===== src/approach_pkg.sv =====
/*
  Shared constants and types of the pulse width approach control block:
  register indices, field positions, reset values, codes, dividers.
  Assumes a byte-wide register port with a four-bit register index.
*/
package approach_pkg;

  // register indices on the register port
  localparam logic [3:0] IDX_TRIG_CFG = 4'h0;
  localparam logic [3:0] IDX_CHG_CFG = 4'h1;
  localparam logic [3:0] IDX_PRELOAD_A = 4'h2;
  localparam logic [3:0] IDX_PRELOAD_B = 4'h3;
  localparam logic [3:0] IDX_TARGET_C = 4'h4;
  localparam logic [3:0] IDX_TARGET_D = 4'h5;
  localparam logic [3:0] IDX_NINTH = 4'h6;
  localparam logic [3:0] IDX_PULSE_LIMIT = 4'h7;
  localparam logic [3:0] IDX_POLARITY = 4'h8;
  localparam logic [3:0] IDX_TMR_CTRL = 4'h9;
  localparam logic [3:0] IDX_TMR_ONE = 4'hA;
  localparam logic [3:0] IDX_TMR_TWO = 4'hB;
  localparam logic [3:0] IDX_TMR_THREE = 4'hC;
  localparam logic [3:0] IDX_TMR_READ = 4'hD;
  localparam logic [3:0] IDX_MODE = 4'hE;

  // field positions
  localparam int SRC_BIT = 7;
  localparam int M_LSB = 3;
  localparam int N_LSB = 0;
  localparam int TIMES_LSB = 4;
  localparam int MCHG_LSB = 2;
  localparam int NCHG_LSB = 0;
  localparam int NINTH_A_BIT = 0;
  localparam int NINTH_C_BIT = 2;
  localparam int NINTH_B_BIT = 4;
  localparam int NINTH_D_BIT = 6;
  localparam int TON_BIT = 4;
  localparam int PSC_LSB = 0;
  localparam int MODE_SEL_BIT = 6;
  localparam int PHASE_LSB = 2;

  // reset values and codes
  localparam logic [7:0] RESET_BYTE = 8'h00;
  localparam logic [7:0] OUTPUT_ACTIVE_HIGH = 8'h8D;
  localparam logic [10:0] PRESCALE_BASE = 11'h080;
  localparam logic [8:0] LIMIT_SPAN = 9'h100;

  typedef enum {PH_FLOAT_PRE, PH_TO_C, PH_TO_D, PH_FLOAT_POST} phase_t;

  typedef struct packed {
    logic [3:0] addr;
    logic [7:0] wdata;
    logic wr;
    logic rd;
  } reg_req_t;

  typedef struct packed {
    logic [8:0] preload_a;
    logic [8:0] preload_b;
    logic [1:0] trigger_times_m;
  } core_cfg_t;

endpackage


===== src/approach_control.sv =====
/*
  Pulse width approach control: configuration registers, hardware
  approach of preload A toward targets C and D, interval timer with
  prescaler, pulse width limiter and output polarity gate.
  Assumes all inputs are synchronous to clock and that gen_pulse is
  the raw pulse of the generator core, whose clock equals clock.
*/
// Functional notes
// - timer trigger: comparator rise or enable bit
// - M field codes one to four triggers
// - N field step is value plus one
// - approach times field counts one to eight
// - M change: hold, hold, plus one, minus one
// - M at 00 or 11 stays fixed
// - M change direction reverses between C and D
// - no M change once A reached target
// - N change: hold, hold, plus one, minus one
// - N at 000 or 111 stays fixed
// - N change direction reverses between C and D
// - nine-bit values, ninth bits in shared register
// - main pulse capped at 256 minus limit, half clock
// - main output driven only at code 8D
// - secondary output low unless code 8D
// - enable writes ignored in comparator-triggered mode
// - prescaler divides by 128, 256, 512, 1024
// - three interval preloads reset to zero
// - unimplemented bits read zero, ignore writes
// - phase status reports four interval phases
// - mode rise clears enable, reloads from T1
// - ninth bit first, value applied on low byte
`timescale 1ns/100ps

module approach_control (
  // clock and reset
  input wire logic clock,
  input wire logic sys_rst,
  // register port
  input wire approach_pkg::reg_req_t bus_req,
  output logic [7:0] rdata,
  // comparator and generator core
  input wire logic comparator_four_out,
  input wire logic gen_pulse,
  input wire logic secondary_pulse_in,
  // outputs
  output logic main_pulse_output,
  output logic main_pulse_oe,
  output logic secondary_pulse_output,
  output approach_pkg::core_cfg_t core_cfg
);

  logic [8:0] preload_a;
  logic [8:0] preload_b;
  logic [8:0] target_c;
  logic [8:0] target_d;
  logic [7:0] ninth_shadow;
  logic [7:0] pulse_limit_timer;
  logic [7:0] output_polarity_control;
  logic [7:0] interval_preload_one;
  logic [7:0] interval_preload_two;
  logic [7:0] interval_preload_three;
  logic [7:0] interval_count;
  logic hw_trigger_source_sel;
  logic [1:0] trigger_times_m;
  logic [2:0] approach_step_n;
  logic [2:0] approach_times_sel;
  logic [1:0] m_change_sel;
  logic [1:0] n_change_sel;
  logic interval_timer_enable;
  logic [1:0] interval_prescaler_sel;
  logic approach_mode_select;
  approach_pkg::phase_t phase;
  logic [2:0] approach_count;
  logic [9:0] prescale_count;
  logic cmp_q;
  logic pulse_q;
  logic half_tick;
  logic [8:0] limit_count;
  logic limited;

  logic wr_en;
  logic cmp_rise;
  logic pulse_rise;
  logic mode_rise;
  logic ton_writable;
  logic hw_start;
  logic tick;
  logic approaching;
  logic hw_op;
  logic change_due;
  logic reached;
  logic [8:0] target;
  logic [8:0] step;
  logic [8:0] next_a;
  logic [9:0] prescale_last;
  logic [1:0] phase_code;

  assign wr_en = bus_req.wr;
  assign cmp_rise = comparator_four_out && !cmp_q;
  assign pulse_rise = gen_pulse && !pulse_q;
  assign phase_code = 2'(phase);
  assign mode_rise = wr_en && bus_req.addr == approach_pkg::IDX_MODE &&
    bus_req.wdata[approach_pkg::MODE_SEL_BIT] && !approach_mode_select;
  assign ton_writable = !(approach_mode_select && !hw_trigger_source_sel);
  assign hw_start = approach_mode_select && !hw_trigger_source_sel &&
    cmp_rise && !interval_timer_enable;
  // divider of 128 shifted by the prescaler code
  assign prescale_last = 10'((approach_pkg::PRESCALE_BASE <<
    interval_prescaler_sel) - 11'h001);
  assign tick = interval_timer_enable && prescale_count == prescale_last;
  assign approaching = phase == approach_pkg::PH_TO_C ||
    phase == approach_pkg::PH_TO_D;
  assign hw_op = approach_mode_select && interval_timer_enable &&
    approaching && pulse_rise;
  assign change_due = hw_op && approach_count == approach_times_sel;
  assign target = phase == approach_pkg::PH_TO_D ? target_d : target_c;
  assign step = 9'({6'h00, approach_step_n}) + 9'h001;
  assign reached = preload_a == target;

  // next preload A, clamped at the target
  always_comb begin
    next_a = preload_a;
    if (preload_a < target) begin
      next_a = (target - preload_a <= step) ? target : preload_a + step;
    end else if (preload_a > target) begin
      next_a = (preload_a - target <= step) ? target : preload_a - step;
    end
  end

  // trigger source and change selections, software only
  always_ff @(posedge clock) begin
    if (sys_rst) begin
      hw_trigger_source_sel <= 1'b0;
      approach_times_sel <= 3'h0;
      m_change_sel <= 2'h0;
      n_change_sel <= 2'h0;
    end else if (wr_en) begin
      if (bus_req.addr == approach_pkg::IDX_TRIG_CFG) begin
        hw_trigger_source_sel <= bus_req.wdata[approach_pkg::SRC_BIT];
      end
      if (bus_req.addr == approach_pkg::IDX_CHG_CFG) begin
        approach_times_sel <= bus_req.wdata[approach_pkg::TIMES_LSB +: 3];
        m_change_sel <= bus_req.wdata[approach_pkg::MCHG_LSB +: 2];
        n_change_sel <= bus_req.wdata[approach_pkg::NCHG_LSB +: 2];
      end
    end
  end

  // M and N: software writes, hardware changes per approach count
  always_ff @(posedge clock) begin
    if (sys_rst) begin
      trigger_times_m <= 2'h0;
      approach_step_n <= 3'h0;
    end else if (wr_en && bus_req.addr == approach_pkg::IDX_TRIG_CFG) begin
      trigger_times_m <= bus_req.wdata[approach_pkg::M_LSB +: 2];
      approach_step_n <= bus_req.wdata[approach_pkg::N_LSB +: 3];
    end else if (change_due) begin
      if (m_change_sel[1] && !reached && trigger_times_m != 2'h0 &&
          trigger_times_m != 2'h3) begin
        if (m_change_sel[0] ^ (phase == approach_pkg::PH_TO_D)) begin
          trigger_times_m <= trigger_times_m - 2'h1;
        end else begin
          trigger_times_m <= trigger_times_m + 2'h1;
        end
      end
      if (n_change_sel[1] && approach_step_n != 3'h0 &&
          approach_step_n != 3'h7) begin
        if (n_change_sel[0] ^ (phase == approach_pkg::PH_TO_D)) begin
          approach_step_n <= approach_step_n - 3'h1;
        end else begin
          approach_step_n <= approach_step_n + 3'h1;
        end
      end
    end
  end

  // approach operations since the last change of M and N
  always_ff @(posedge clock) begin
    if (sys_rst || !approaching) begin
      approach_count <= 3'h0;
    end else if (change_due) begin
      approach_count <= 3'h0;
    end else if (hw_op) begin
      approach_count <= approach_count + 3'h1;
    end
  end

  // nine-bit values, ninth bits and pulse limit, no reset: undefined until written
  always_ff @(posedge clock) begin
    if (wr_en) begin
      unique case (bus_req.addr)
        approach_pkg::IDX_NINTH:
          ninth_shadow <= bus_req.wdata & 8'h55;
        approach_pkg::IDX_PRELOAD_B:
          preload_b <= {ninth_shadow[approach_pkg::NINTH_B_BIT],
            bus_req.wdata};
        approach_pkg::IDX_TARGET_C:
          target_c <= {ninth_shadow[approach_pkg::NINTH_C_BIT],
            bus_req.wdata};
        approach_pkg::IDX_TARGET_D:
          target_d <= {ninth_shadow[approach_pkg::NINTH_D_BIT],
            bus_req.wdata};
        approach_pkg::IDX_PULSE_LIMIT:
          pulse_limit_timer <= bus_req.wdata;
        default: ;
      endcase
    end
  end

  // preload A: software commit on low byte, else hardware approach
  always_ff @(posedge clock) begin
    if (wr_en && bus_req.addr == approach_pkg::IDX_PRELOAD_A) begin
      preload_a <= {ninth_shadow[approach_pkg::NINTH_A_BIT],
        bus_req.wdata};
    end else if (hw_op) begin
      preload_a <= next_a;
    end
  end

  // polarity code and interval preloads
  always_ff @(posedge clock) begin
    if (sys_rst) begin
      output_polarity_control <= approach_pkg::RESET_BYTE;
      interval_preload_one <= approach_pkg::RESET_BYTE;
      interval_preload_two <= approach_pkg::RESET_BYTE;
      interval_preload_three <= approach_pkg::RESET_BYTE;
      interval_prescaler_sel <= 2'h0;
      approach_mode_select <= 1'b0;
    end else if (wr_en) begin
      unique case (bus_req.addr)
        approach_pkg::IDX_POLARITY: output_polarity_control <= bus_req.wdata;
        approach_pkg::IDX_TMR_ONE: interval_preload_one <= bus_req.wdata;
        approach_pkg::IDX_TMR_TWO: interval_preload_two <= bus_req.wdata;
        approach_pkg::IDX_TMR_THREE: interval_preload_three <= bus_req.wdata;
        approach_pkg::IDX_TMR_CTRL:
          interval_prescaler_sel <= bus_req.wdata[approach_pkg::PSC_LSB +: 2];
        approach_pkg::IDX_MODE:
          approach_mode_select <= bus_req.wdata[approach_pkg::MODE_SEL_BIT];
        default: ;
      endcase
    end
  end

  // interval timer: enable, count and phase
  always_ff @(posedge clock) begin
    if (sys_rst) begin
      interval_timer_enable <= 1'b0;
      interval_count <= approach_pkg::RESET_BYTE;
      phase <= approach_pkg::PH_FLOAT_PRE;
    end else if (mode_rise) begin
      interval_timer_enable <= 1'b0;
      interval_count <= interval_preload_one;
      phase <= approach_pkg::PH_FLOAT_PRE;
    end else if (hw_start) begin
      interval_timer_enable <= 1'b1;
      interval_count <= interval_preload_one;
      phase <= approach_pkg::PH_FLOAT_PRE;
    end else if (wr_en && bus_req.addr == approach_pkg::IDX_TMR_CTRL &&
        ton_writable) begin
      interval_timer_enable <= bus_req.wdata[approach_pkg::TON_BIT];
      if (bus_req.wdata[approach_pkg::TON_BIT] && !interval_timer_enable) begin
        interval_count <= interval_preload_one;
        phase <= approach_pkg::PH_FLOAT_PRE;
      end
    end else if (tick) begin
      if (interval_count == 8'hFF) begin
        unique case (phase)
          approach_pkg::PH_FLOAT_PRE: begin
            phase <= approach_pkg::PH_TO_C;
            interval_count <= interval_preload_two;
          end
          approach_pkg::PH_TO_C: begin
            phase <= approach_pkg::PH_TO_D;
            interval_count <= interval_preload_three;
          end
          approach_pkg::PH_TO_D: begin
            phase <= approach_pkg::PH_FLOAT_POST;
            interval_count <= interval_preload_one;
          end
          approach_pkg::PH_FLOAT_POST: begin
            // cycle ends, wait for the next trigger
            phase <= approach_pkg::PH_FLOAT_PRE;
            interval_timer_enable <= 1'b0;
            interval_count <= interval_preload_one;
          end
        endcase
      end else begin
        interval_count <= interval_count + 8'h01;
      end
    end
  end

  // prescaler of the interval timer
  always_ff @(posedge clock) begin
    if (sys_rst || !interval_timer_enable || tick) begin
      prescale_count <= 10'h000;
    end else begin
      prescale_count <= prescale_count + 10'h001;
    end
  end

  // input edge registers and half-rate enable of the generator clock
  always_ff @(posedge clock) begin
    if (sys_rst) begin
      cmp_q <= 1'b0;
      pulse_q <= 1'b0;
      half_tick <= 1'b0;
    end else begin
      cmp_q <= comparator_four_out;
      pulse_q <= gen_pulse;
      half_tick <= !half_tick;
    end
  end

  // pulse width limiter counts from the limit value up to 256
  always_ff @(posedge clock) begin
    if (sys_rst || !gen_pulse) begin
      limited <= 1'b0;
      limit_count <= {1'b0, pulse_limit_timer};
    end else if (!limited && half_tick) begin
      limit_count <= limit_count + 9'h001;
      if (limit_count + 9'h001 == approach_pkg::LIMIT_SPAN) begin
        limited <= 1'b1;
      end
    end
  end

  // output gates
  always_ff @(posedge clock) begin
    if (sys_rst) begin
      main_pulse_output <= 1'b0;
      main_pulse_oe <= 1'b0;
      secondary_pulse_output <= 1'b0;
    end else begin
      main_pulse_oe <= output_polarity_control ==
        approach_pkg::OUTPUT_ACTIVE_HIGH;
      main_pulse_output <= gen_pulse && !limited;
      secondary_pulse_output <= secondary_pulse_in &&
        output_polarity_control == approach_pkg::OUTPUT_ACTIVE_HIGH;
    end
  end

  // read data, one cycle after the read strobe
  always_ff @(posedge clock) begin
    if (sys_rst || !bus_req.rd) begin
      rdata <= approach_pkg::RESET_BYTE;
    end else begin
      unique case (bus_req.addr)
        approach_pkg::IDX_TRIG_CFG:
          rdata <= {hw_trigger_source_sel, 2'b00, trigger_times_m,
            approach_step_n};
        approach_pkg::IDX_CHG_CFG:
          rdata <= {1'b0, approach_times_sel, m_change_sel, n_change_sel};
        approach_pkg::IDX_PRELOAD_A: rdata <= preload_a[7:0];
        approach_pkg::IDX_PRELOAD_B: rdata <= preload_b[7:0];
        approach_pkg::IDX_TARGET_C: rdata <= target_c[7:0];
        approach_pkg::IDX_TARGET_D: rdata <= target_d[7:0];
        approach_pkg::IDX_NINTH: rdata <= ninth_shadow;
        approach_pkg::IDX_PULSE_LIMIT: rdata <= pulse_limit_timer;
        approach_pkg::IDX_POLARITY: rdata <= output_polarity_control;
        approach_pkg::IDX_TMR_CTRL:
          rdata <= {3'b000, interval_timer_enable, 2'b00,
            interval_prescaler_sel};
        approach_pkg::IDX_TMR_ONE: rdata <= interval_preload_one;
        approach_pkg::IDX_TMR_TWO: rdata <= interval_preload_two;
        approach_pkg::IDX_TMR_THREE: rdata <= interval_preload_three;
        approach_pkg::IDX_TMR_READ: rdata <= interval_count;
        approach_pkg::IDX_MODE:
          rdata <= {1'b0, approach_mode_select, 2'b00, phase_code,
            2'b00};
        default: rdata <= approach_pkg::RESET_BYTE;
      endcase
    end
  end

  assign core_cfg.preload_a = preload_a;
  assign core_cfg.preload_b = preload_b;
  assign core_cfg.trigger_times_m = trigger_times_m;
endmodule // approach_control


===== config.mk =====
export PLATFORM = sky130hd
export DESIGN_NAME = approach_control
export DESIGN_NICKNAME = d
export VERILOG_FILES = /design/src/approach_pkg.sv /design/src/approach_control.sv
export SDC_FILE = /design/constraint.sdc
export NUM_CORES = 1
export LEC_CHECK = 0
export BUFFER_PORTS_ARGS = -buffer_cell sky130_fd_sc_hd__buf_2
export CAP_MARGIN = 20
export CORE_AREA = 2 2 137 139
export DETAILED_ROUTE_END_ITERATION = 10
export DIE_AREA = 0 0 139 141
export HOLD_SLACK_MARGIN = 0.05
export PLACE_DENSITY = 0.69
export SYNTH_ARGS = -nofsm -noshare
export SYNTH_HDL_FRONTEND = slang
export SYNTH_SLANG_ARGS = --single-unit
export TNS_END_PERCENT = 30

===== constraint.sdc =====
create_clock -name clock -period 7.5 [get_ports clock]
set_input_delay 0 -clock clock [delete_from_list [all_inputs] [get_ports clock]]
set_output_delay 0 -clock clock [all_outputs]
set_load 0.01 [all_outputs]

=== Word level (Yosys, flattened, before mapping) ===
Cells that the tools add are included.

* Flip-flop bits (word level): 174
* Input port bits: 19
* Output and inout bits: 31
* Logic and storage cells: 202

* Add/subtract/negate cells: 14
* Order comparisons: 4
* Equal/unequal tests: 29
* Shifts and indexed selects: 1
* Multiplexer cells: 35
* Bitwise gates (word level): 2
* Reductions and logical operators: 84

{| class="wikitable"
|+ Operators with widths
! cell !! number
|-
| $mux W32 || 4
|-
| $pmux W32 S4 || 1
|-
| $pmux W8 S15 || 1
|-
| $eq A32 B2 Y1 const B || 3
|-
| $mux W8 || 8
|-
| $mux W9 || 7
|-
| $reduce_and A2 Y1 || 18
|-
| $eq A32 B1 Y1 const B || 1
|-
| $eq A32 B3 Y1 const B || 1
|-
| $logic_not A32 Y1 || 1
|-
| $eq A4 B4 Y1 const B || 7
|-
| $logic_and A1 B1 Y1 || 26
|-
| $pmux W8 S3 || 1
|-
| $le A9 B4 Y1 || 2
|-
| $sub A9 B9 Y9 || 2
|-
| $eq A4 B3 Y1 const B || 4
|-
| $eq A8 B8 Y1 const B || 2
|-
| $reduce_bool A2 Y1 || 8
|-
| $reduce_bool A3 Y1 || 5
|-
| $logic_not A1 Y1 || 12
|-
| $mux W3 || 4
|-
| $add A10 B1 Y10 const B || 1
|-
| $eq A10 B10 Y1 || 1
|-
| $shl A8 B2 Y10 const A || 1
|-
| other kinds (30) || 48
|}

=== Longest topological paths before layout ===
* Word-level depth: 10
* Mapped depth: 19
* Gate-level depth less buffers: 16

=== Least setup slack after synthesis ===
OpenSTA, ideal clock, no wires.

* Path kind: register to register
* Start: register phase[0]
* End: register preload_a[2], data pin
* Library setup time: 0.258 ns
* Arrival time: 3.366 ns
* Data required time: 7.242 ns
* Slack: 3.876 ns
* Stages on the path, launching flop included: 17
* Path buffers: 2
* Clock period less this slack: 3.624 ns
* Path through: dfxtp_1 inv_1 ha_1 buf_4 mux2i_1 inv_1 ha_1 ha_1 ha_1 nor2b_1 o21a_1 o21a_1 o21ai_0 and2_1 buf_1 a31oi_1 o221a_1

* Cells in the longest elaborated chain, start to end: 9
* Elaborated cells on any way between the ends: 13
* Those cells by class: add/sub (2); order compare (3); eq/ne (1); mux (7)

{| class="wikitable"
|+ Ends and longest elaborated chain
! what !! RTL line !! RTL
|-
| start, declared || approach_control.sv:71 || <nowiki>approach_pkg::phase_t phase;</nowiki>
|-
| start signal, assigned || approach_control.sv:248 || <nowiki>phase <= approach_pkg::PH_FLOAT_PRE;</nowiki>
|-
| start signal, assigned || approach_control.sv:252 || <nowiki>phase <= approach_pkg::PH_FLOAT_PRE;</nowiki>
|-
| start signal, assigned || approach_control.sv:256 || <nowiki>phase <= approach_pkg::PH_FLOAT_PRE;</nowiki>
|-
| $eq A32 B3 Y1 (*) || approach_control.sv:115 || <nowiki>assign target = phase == approach_pkg::PH_TO_D ? target_d : target_c;</nowiki>
|-
| $mux W9 (*) || approach_control.sv:115 ||
|-
| $sub A9 B9 Y9 || approach_control.sv:125 || <nowiki>next_a = (preload_a - target <= step) ? target : preload_a - step;</nowiki>
|-
| $le A9 B4 Y1 || approach_control.sv:125 ||
|-
| $mux W9 || approach_control.sv:125 ||
|-
| $mux W9 || approach_control.sv:124 || <nowiki>end else if (preload_a > target) begin</nowiki>
|-
| $mux W9 (*) || approach_control.sv:122 || <nowiki>if (preload_a < target) begin</nowiki>
|-
| $mux W9 (*) || approach_control.sv:214 || <nowiki>end else if (hw_op) begin</nowiki>
|-
| $mux W9 (*) || approach_control.sv:211 || <nowiki>if (wr_en && bus_req.addr == approach_pkg::IDX_PRELOAD_A) begin</nowiki>
|-
| end signal, assigned || approach_control.sv:212 || <nowiki>preload_a <= {ninth_shadow[approach_pkg::NINTH_A_BIT],</nowiki>
|-
| end signal, assigned || approach_control.sv:215 || <nowiki>preload_a <= next_a;</nowiki>
|-
| end, declared || approach_control.sv:51 || <nowiki>logic [8:0] preload_a;</nowiki>
|}

Mark *: on every way between the ends. The rest lies on a longest branch, timed or not. The select of a mux whose other input is x is not followed.
A chain may end at the register's enable or synchronous reset.

=== Final worst setup path ===
* Start: register phase[1]
* End: register preload_a[8], data pin

The elaborated chain is that of the path after synthesis.

==> impl_summary.txt <==
----------------------------------------------------
[STA]
  Max Slew Vio Count ... 0
  Fin Setup TNS ... 0 ns
  Final setup violation count ... 0
  Final worst clock skew ... 0.00786 ns
  Normalized max-slew margin ... 31.2%
  RSZ-0062 raised after global routing ... no
  Slew at the pin closest to its max-slew limit ... 1.03 ns
  Worst hold slack ... between 0.15 and 0.2 ns
  Final critical delay including setup and external delays ... 4.95 ns
  Least setup slack across all paths after layout ... 2.55 ns
  Hold Fails Final Rpt ... 0
  Final period utilization ... 66.0%
  Top achievable clock speed ... 0.202 GHz

[Critical path]
  CP startpoint kind ... flip-flop
  Kind of critical path ... flip-flop to flip-flop
  Data arrival, critical path ... 5.12 ns
  Max Fanout on Critical Path ... 13
  Endpoint required time on the critical path ... 7.67 ns
  Element type at the critical path end ... flip-flop

[Cells and area]
  Layout Area Growth over Synthesis ... 11.5%
  Multi-input combinational cell area ... 5000 sq um
  Share of final-layout standard cells stronger than drive strength 1 ... a little under an eighth
  Antenna Cells ... 0
  Number of fillers in the final layout ... 1676
  Sequential cell area ... 3440 sq um
  Post-layout nets ... roughly 1100

[Placed design]
  DPL Wire Length ... about 19000 um
  Port Buffer Count ... just under 50
  Weighted congestion reported at the end of routability-driven placement ... 1.00
  Worst Setup Slack post-DPL ... 2.66 ns

[Synth]
  Summed instance area of the synthesized netlist ... 8850 sq um
  Adder and majority cell fraction of the synthesized area ... 6.56%
  Synth unique cells ... 77
  Leading cell type by number of instances after synthesis ... nor2_1
  Count of flip-flops with a built-in enable after synthesis ... 56
  List of most frequent post-synthesis cells ... 116 x nor2_1, 88 x dfxtp_1, 64 x nand2_1
  Top cells by area in the synthesized netlist ... dfxtp_1 20%, edfxtp_1 19%, mux2i_1 5.9%
  Library cell occupying the most area in the post-synthesis netlist ... dfxtp_1
  Mux cell area share after synthesis ... between 7 and 8%
  Compound-Gate Fraction of Synth Area ... between 10% and 20%
  Share of synthesized area occupied by flip-flops and latches ... between 30% and 40%
  Avg Synthesized Cell Area ... 9.04 sq um
  Gate count after technology mapping ... 979
  Share of the synthesized netlist area taken by xor and xnor gates ... roughly 5.4%
  Proportion of netlist area held by the largest area contributor ... between 15 and 20%
  Synthesized flop and latch total ... 144
  Number of warnings printed during yosys synthesis ... 0
  Simple-gate area share of the yosys netlist ... 17.2%
  Ys flop type ... dfxtp_1
  Fraction of registers with async set/reset ... 0%
  Dominant combinational cell family by area after synthesis ... compound AO/OA/AOI/OAI gates
  Net count after synthesis ... roughly 1000

[Power]
  Part of the total power dissipated in combinational logic ... 9.1%
  Static leakage ... roughly 3.7 nW
  Design internal power ... roughly 1.4 mW
  Switching power as a share of total power ... around 24%
  Relative contribution of sequential cells to total power ... 45.0%
  Sw power ... 0.459 mW
  IR Drop Worst-Case VDD ... 0.000178 V
  Power density of the placed cells ... 190 nW/um^2
  Share of power burned in the clock network ... a little under half

[Detailed routing]
  Average via count per standard cell ... roughly 6.3
  Total wirelength of the detailed-routed design ... 27100 um
  Remaining DRCs ... 0
  Post-route antenna net violation count ... 0
  Wire per inst ... 21.7 um
  First DRT Iteration DRCs ... 1107
  First drt pass iteration count ... 9
  Detailed-route via count ... 7872

[Clock network]
  Clock transition at the registers of the reported paths ... 0.06 ns
  Number of buffers inserted during clock tree synthesis ... 17
  Maximum buffer depth of the clock tree ... 2
  Root cell of the clock tree ... clkbuf_16
  Cts hold-fix bufs ... 10
  Number of setup buffers added after CTS ... 0
  Post_cts resized ... 0
  Clock latency on the worst-skew pair ... 0.43 ns
  Clock sink count ... ~140
  CTS tree ... built
  Clock H-tree levels ... 4

[Global route]
  Overall overflow remaining after global route ... 0
  Vias in the first global route ... 7347
  All-Layer GR Usage ... 27.7%
  Number of antenna violations at the first check in global routing ... 0
  Wire length of the first global-routing pass ... 42200 um
  Largest net degree at the start of global routing ... 67

[Worst hold path]
  Class of the worst hold path ... input pin to flip-flop

[Job]
  Max_cap viols ... 0

[Die]
  Starting density of the core ... 48.5%
  Top-level I/O count ... 50
  DIE AREA ... 19600 sq um
  Row count ... 50
  Horizontal die dimension ... 139 um
  Vertical die dimension ... 141 um
  Placeable Area ... 18300 sq um

[Outcome]
  Run status ... completed

----------------------------------------------------
stage by stage:
step / cells / area (sq um) / total power, mW / utilization (%)
final: 1249 / 9870 / 1.88 / 54.0
after global routing: 1249 / 9870 / 1.93 / 54.0
after CTS: 1249 / 9870 / 1.88 / 54.0
after detailed placement: 1207 / 9170 / 1.02 / 50.2
after global placement: 1207 / 9170 / 1.02 / 50.2
after floorplan: 979 / 8850 / 0.967 / -
metal layers:
layer / vias to the layer above / track usage, % / share of wire, %
li1: 3637 / - / -
met1: 3723 / 38.6 / 43
met2: 447 / 43.2 / 45
met3: 65 / 6.15 / 9.3
met4: 0 / 8.67 / 2.5
met5: - / 0 / 0
worst paths after layout:
kind,from,endpoint,slack [ns],depth (start not counted)
max reg2reg,phase[1],preload_a[8],2.55,15
min,bus_req[1],ninth_shadow[6],0.19,3
min reg2reg,half_tick,half_tick,0.41,1
max,phase[1],preload_a[8],2.55,15
logic make-up (layout without fill, tap and decap cells):
| family | Yosys count | in the layout |
|---|---|---|
| adders and majority gates | 44 | 44 |
| buffers and inverters | 100 | 136 |
| AOI/OAI and AO/OA | 258 | 258 |
| and+or+nand+nor | 317 | 317 |
| muxes | 63 | 63 |
| xor gates and xnor gates | 53 | 53 |
| DFF | 144 | 144 |
cells in the final DEF, fill, tap and decap left out, types with 5 or more instances in the layout:
cell type	count
nor2_1	116
dfxtp_1	88
nand2_1	64
a21oi_1	62
edfxtp_1	56
mux2i_1	52
o21ai_0	52
buf_2	49
inv_1	40
nand3_1	40
ha_1	40
xnor2_1	28
xor2_1	23
clkbuf_16	20
a211oi_1	19
nor2b_1	19
nor3_1	18
a22oi_1	16
a31oi_1	13
a221oi_1	11
a32oi_1	11
mux2_2	10
dlygate4sd3_1	10
and3_1	9
o21a_1	8
nand4_1	8
a22o_1	7
nand2b_1	6
o41ai_1	6
or3_1	5
nand3b_1	5
o31ai_1	5
buf_4	5
state kept, by name, indices dropped and copies added (netlist names), 9 cells and up:
signal	cells
preload_b	9
prescale_count	10
target_c	9
preload_a	9
target_d	9
limit_count	9
layout make-up:
cell class	count	area share, %
clock buffer	24	5.42
inverter	40	1.52
clock inverter	8	0.722
tap	234	2.97
timing repair buffer	64	3.88
multi-input combinational	735	50.6
sequential	144	34.9
worst max-delay path, stage by stage (launching register included):
cell,delay (ns)
dfxtp_1,0.55
ha_1,0.81
mux2i_1,0.45
inv_1,0.13
ha_1,0.49
nand2_1,0.09
a21oi_1,0.22
nor2_1,0.09
xnor2_1,0.13
ha_1,0.30
nand2_1,0.07
o21a_1,0.18
o221ai_1,0.69
o21ai_0,0.16
a32oi_1,0.23
o31ai_1,0.09
power by group through the flow:
stage / Sequential, mW / Clock (mW) / Combinational [mW]
after floorplan: 0.857 / 0 / 0.110
after global placement: 0.861 / 0 / 0.162
after detailed placement: 0.861 / 0 / 0.162
after CTS: 0.845 / 0.867 / 0.167
after global routing: 0.847 / 0.897 / 0.185
final: 0.845 / 0.860 / 0.172
(Power assumes the default switching activity.)
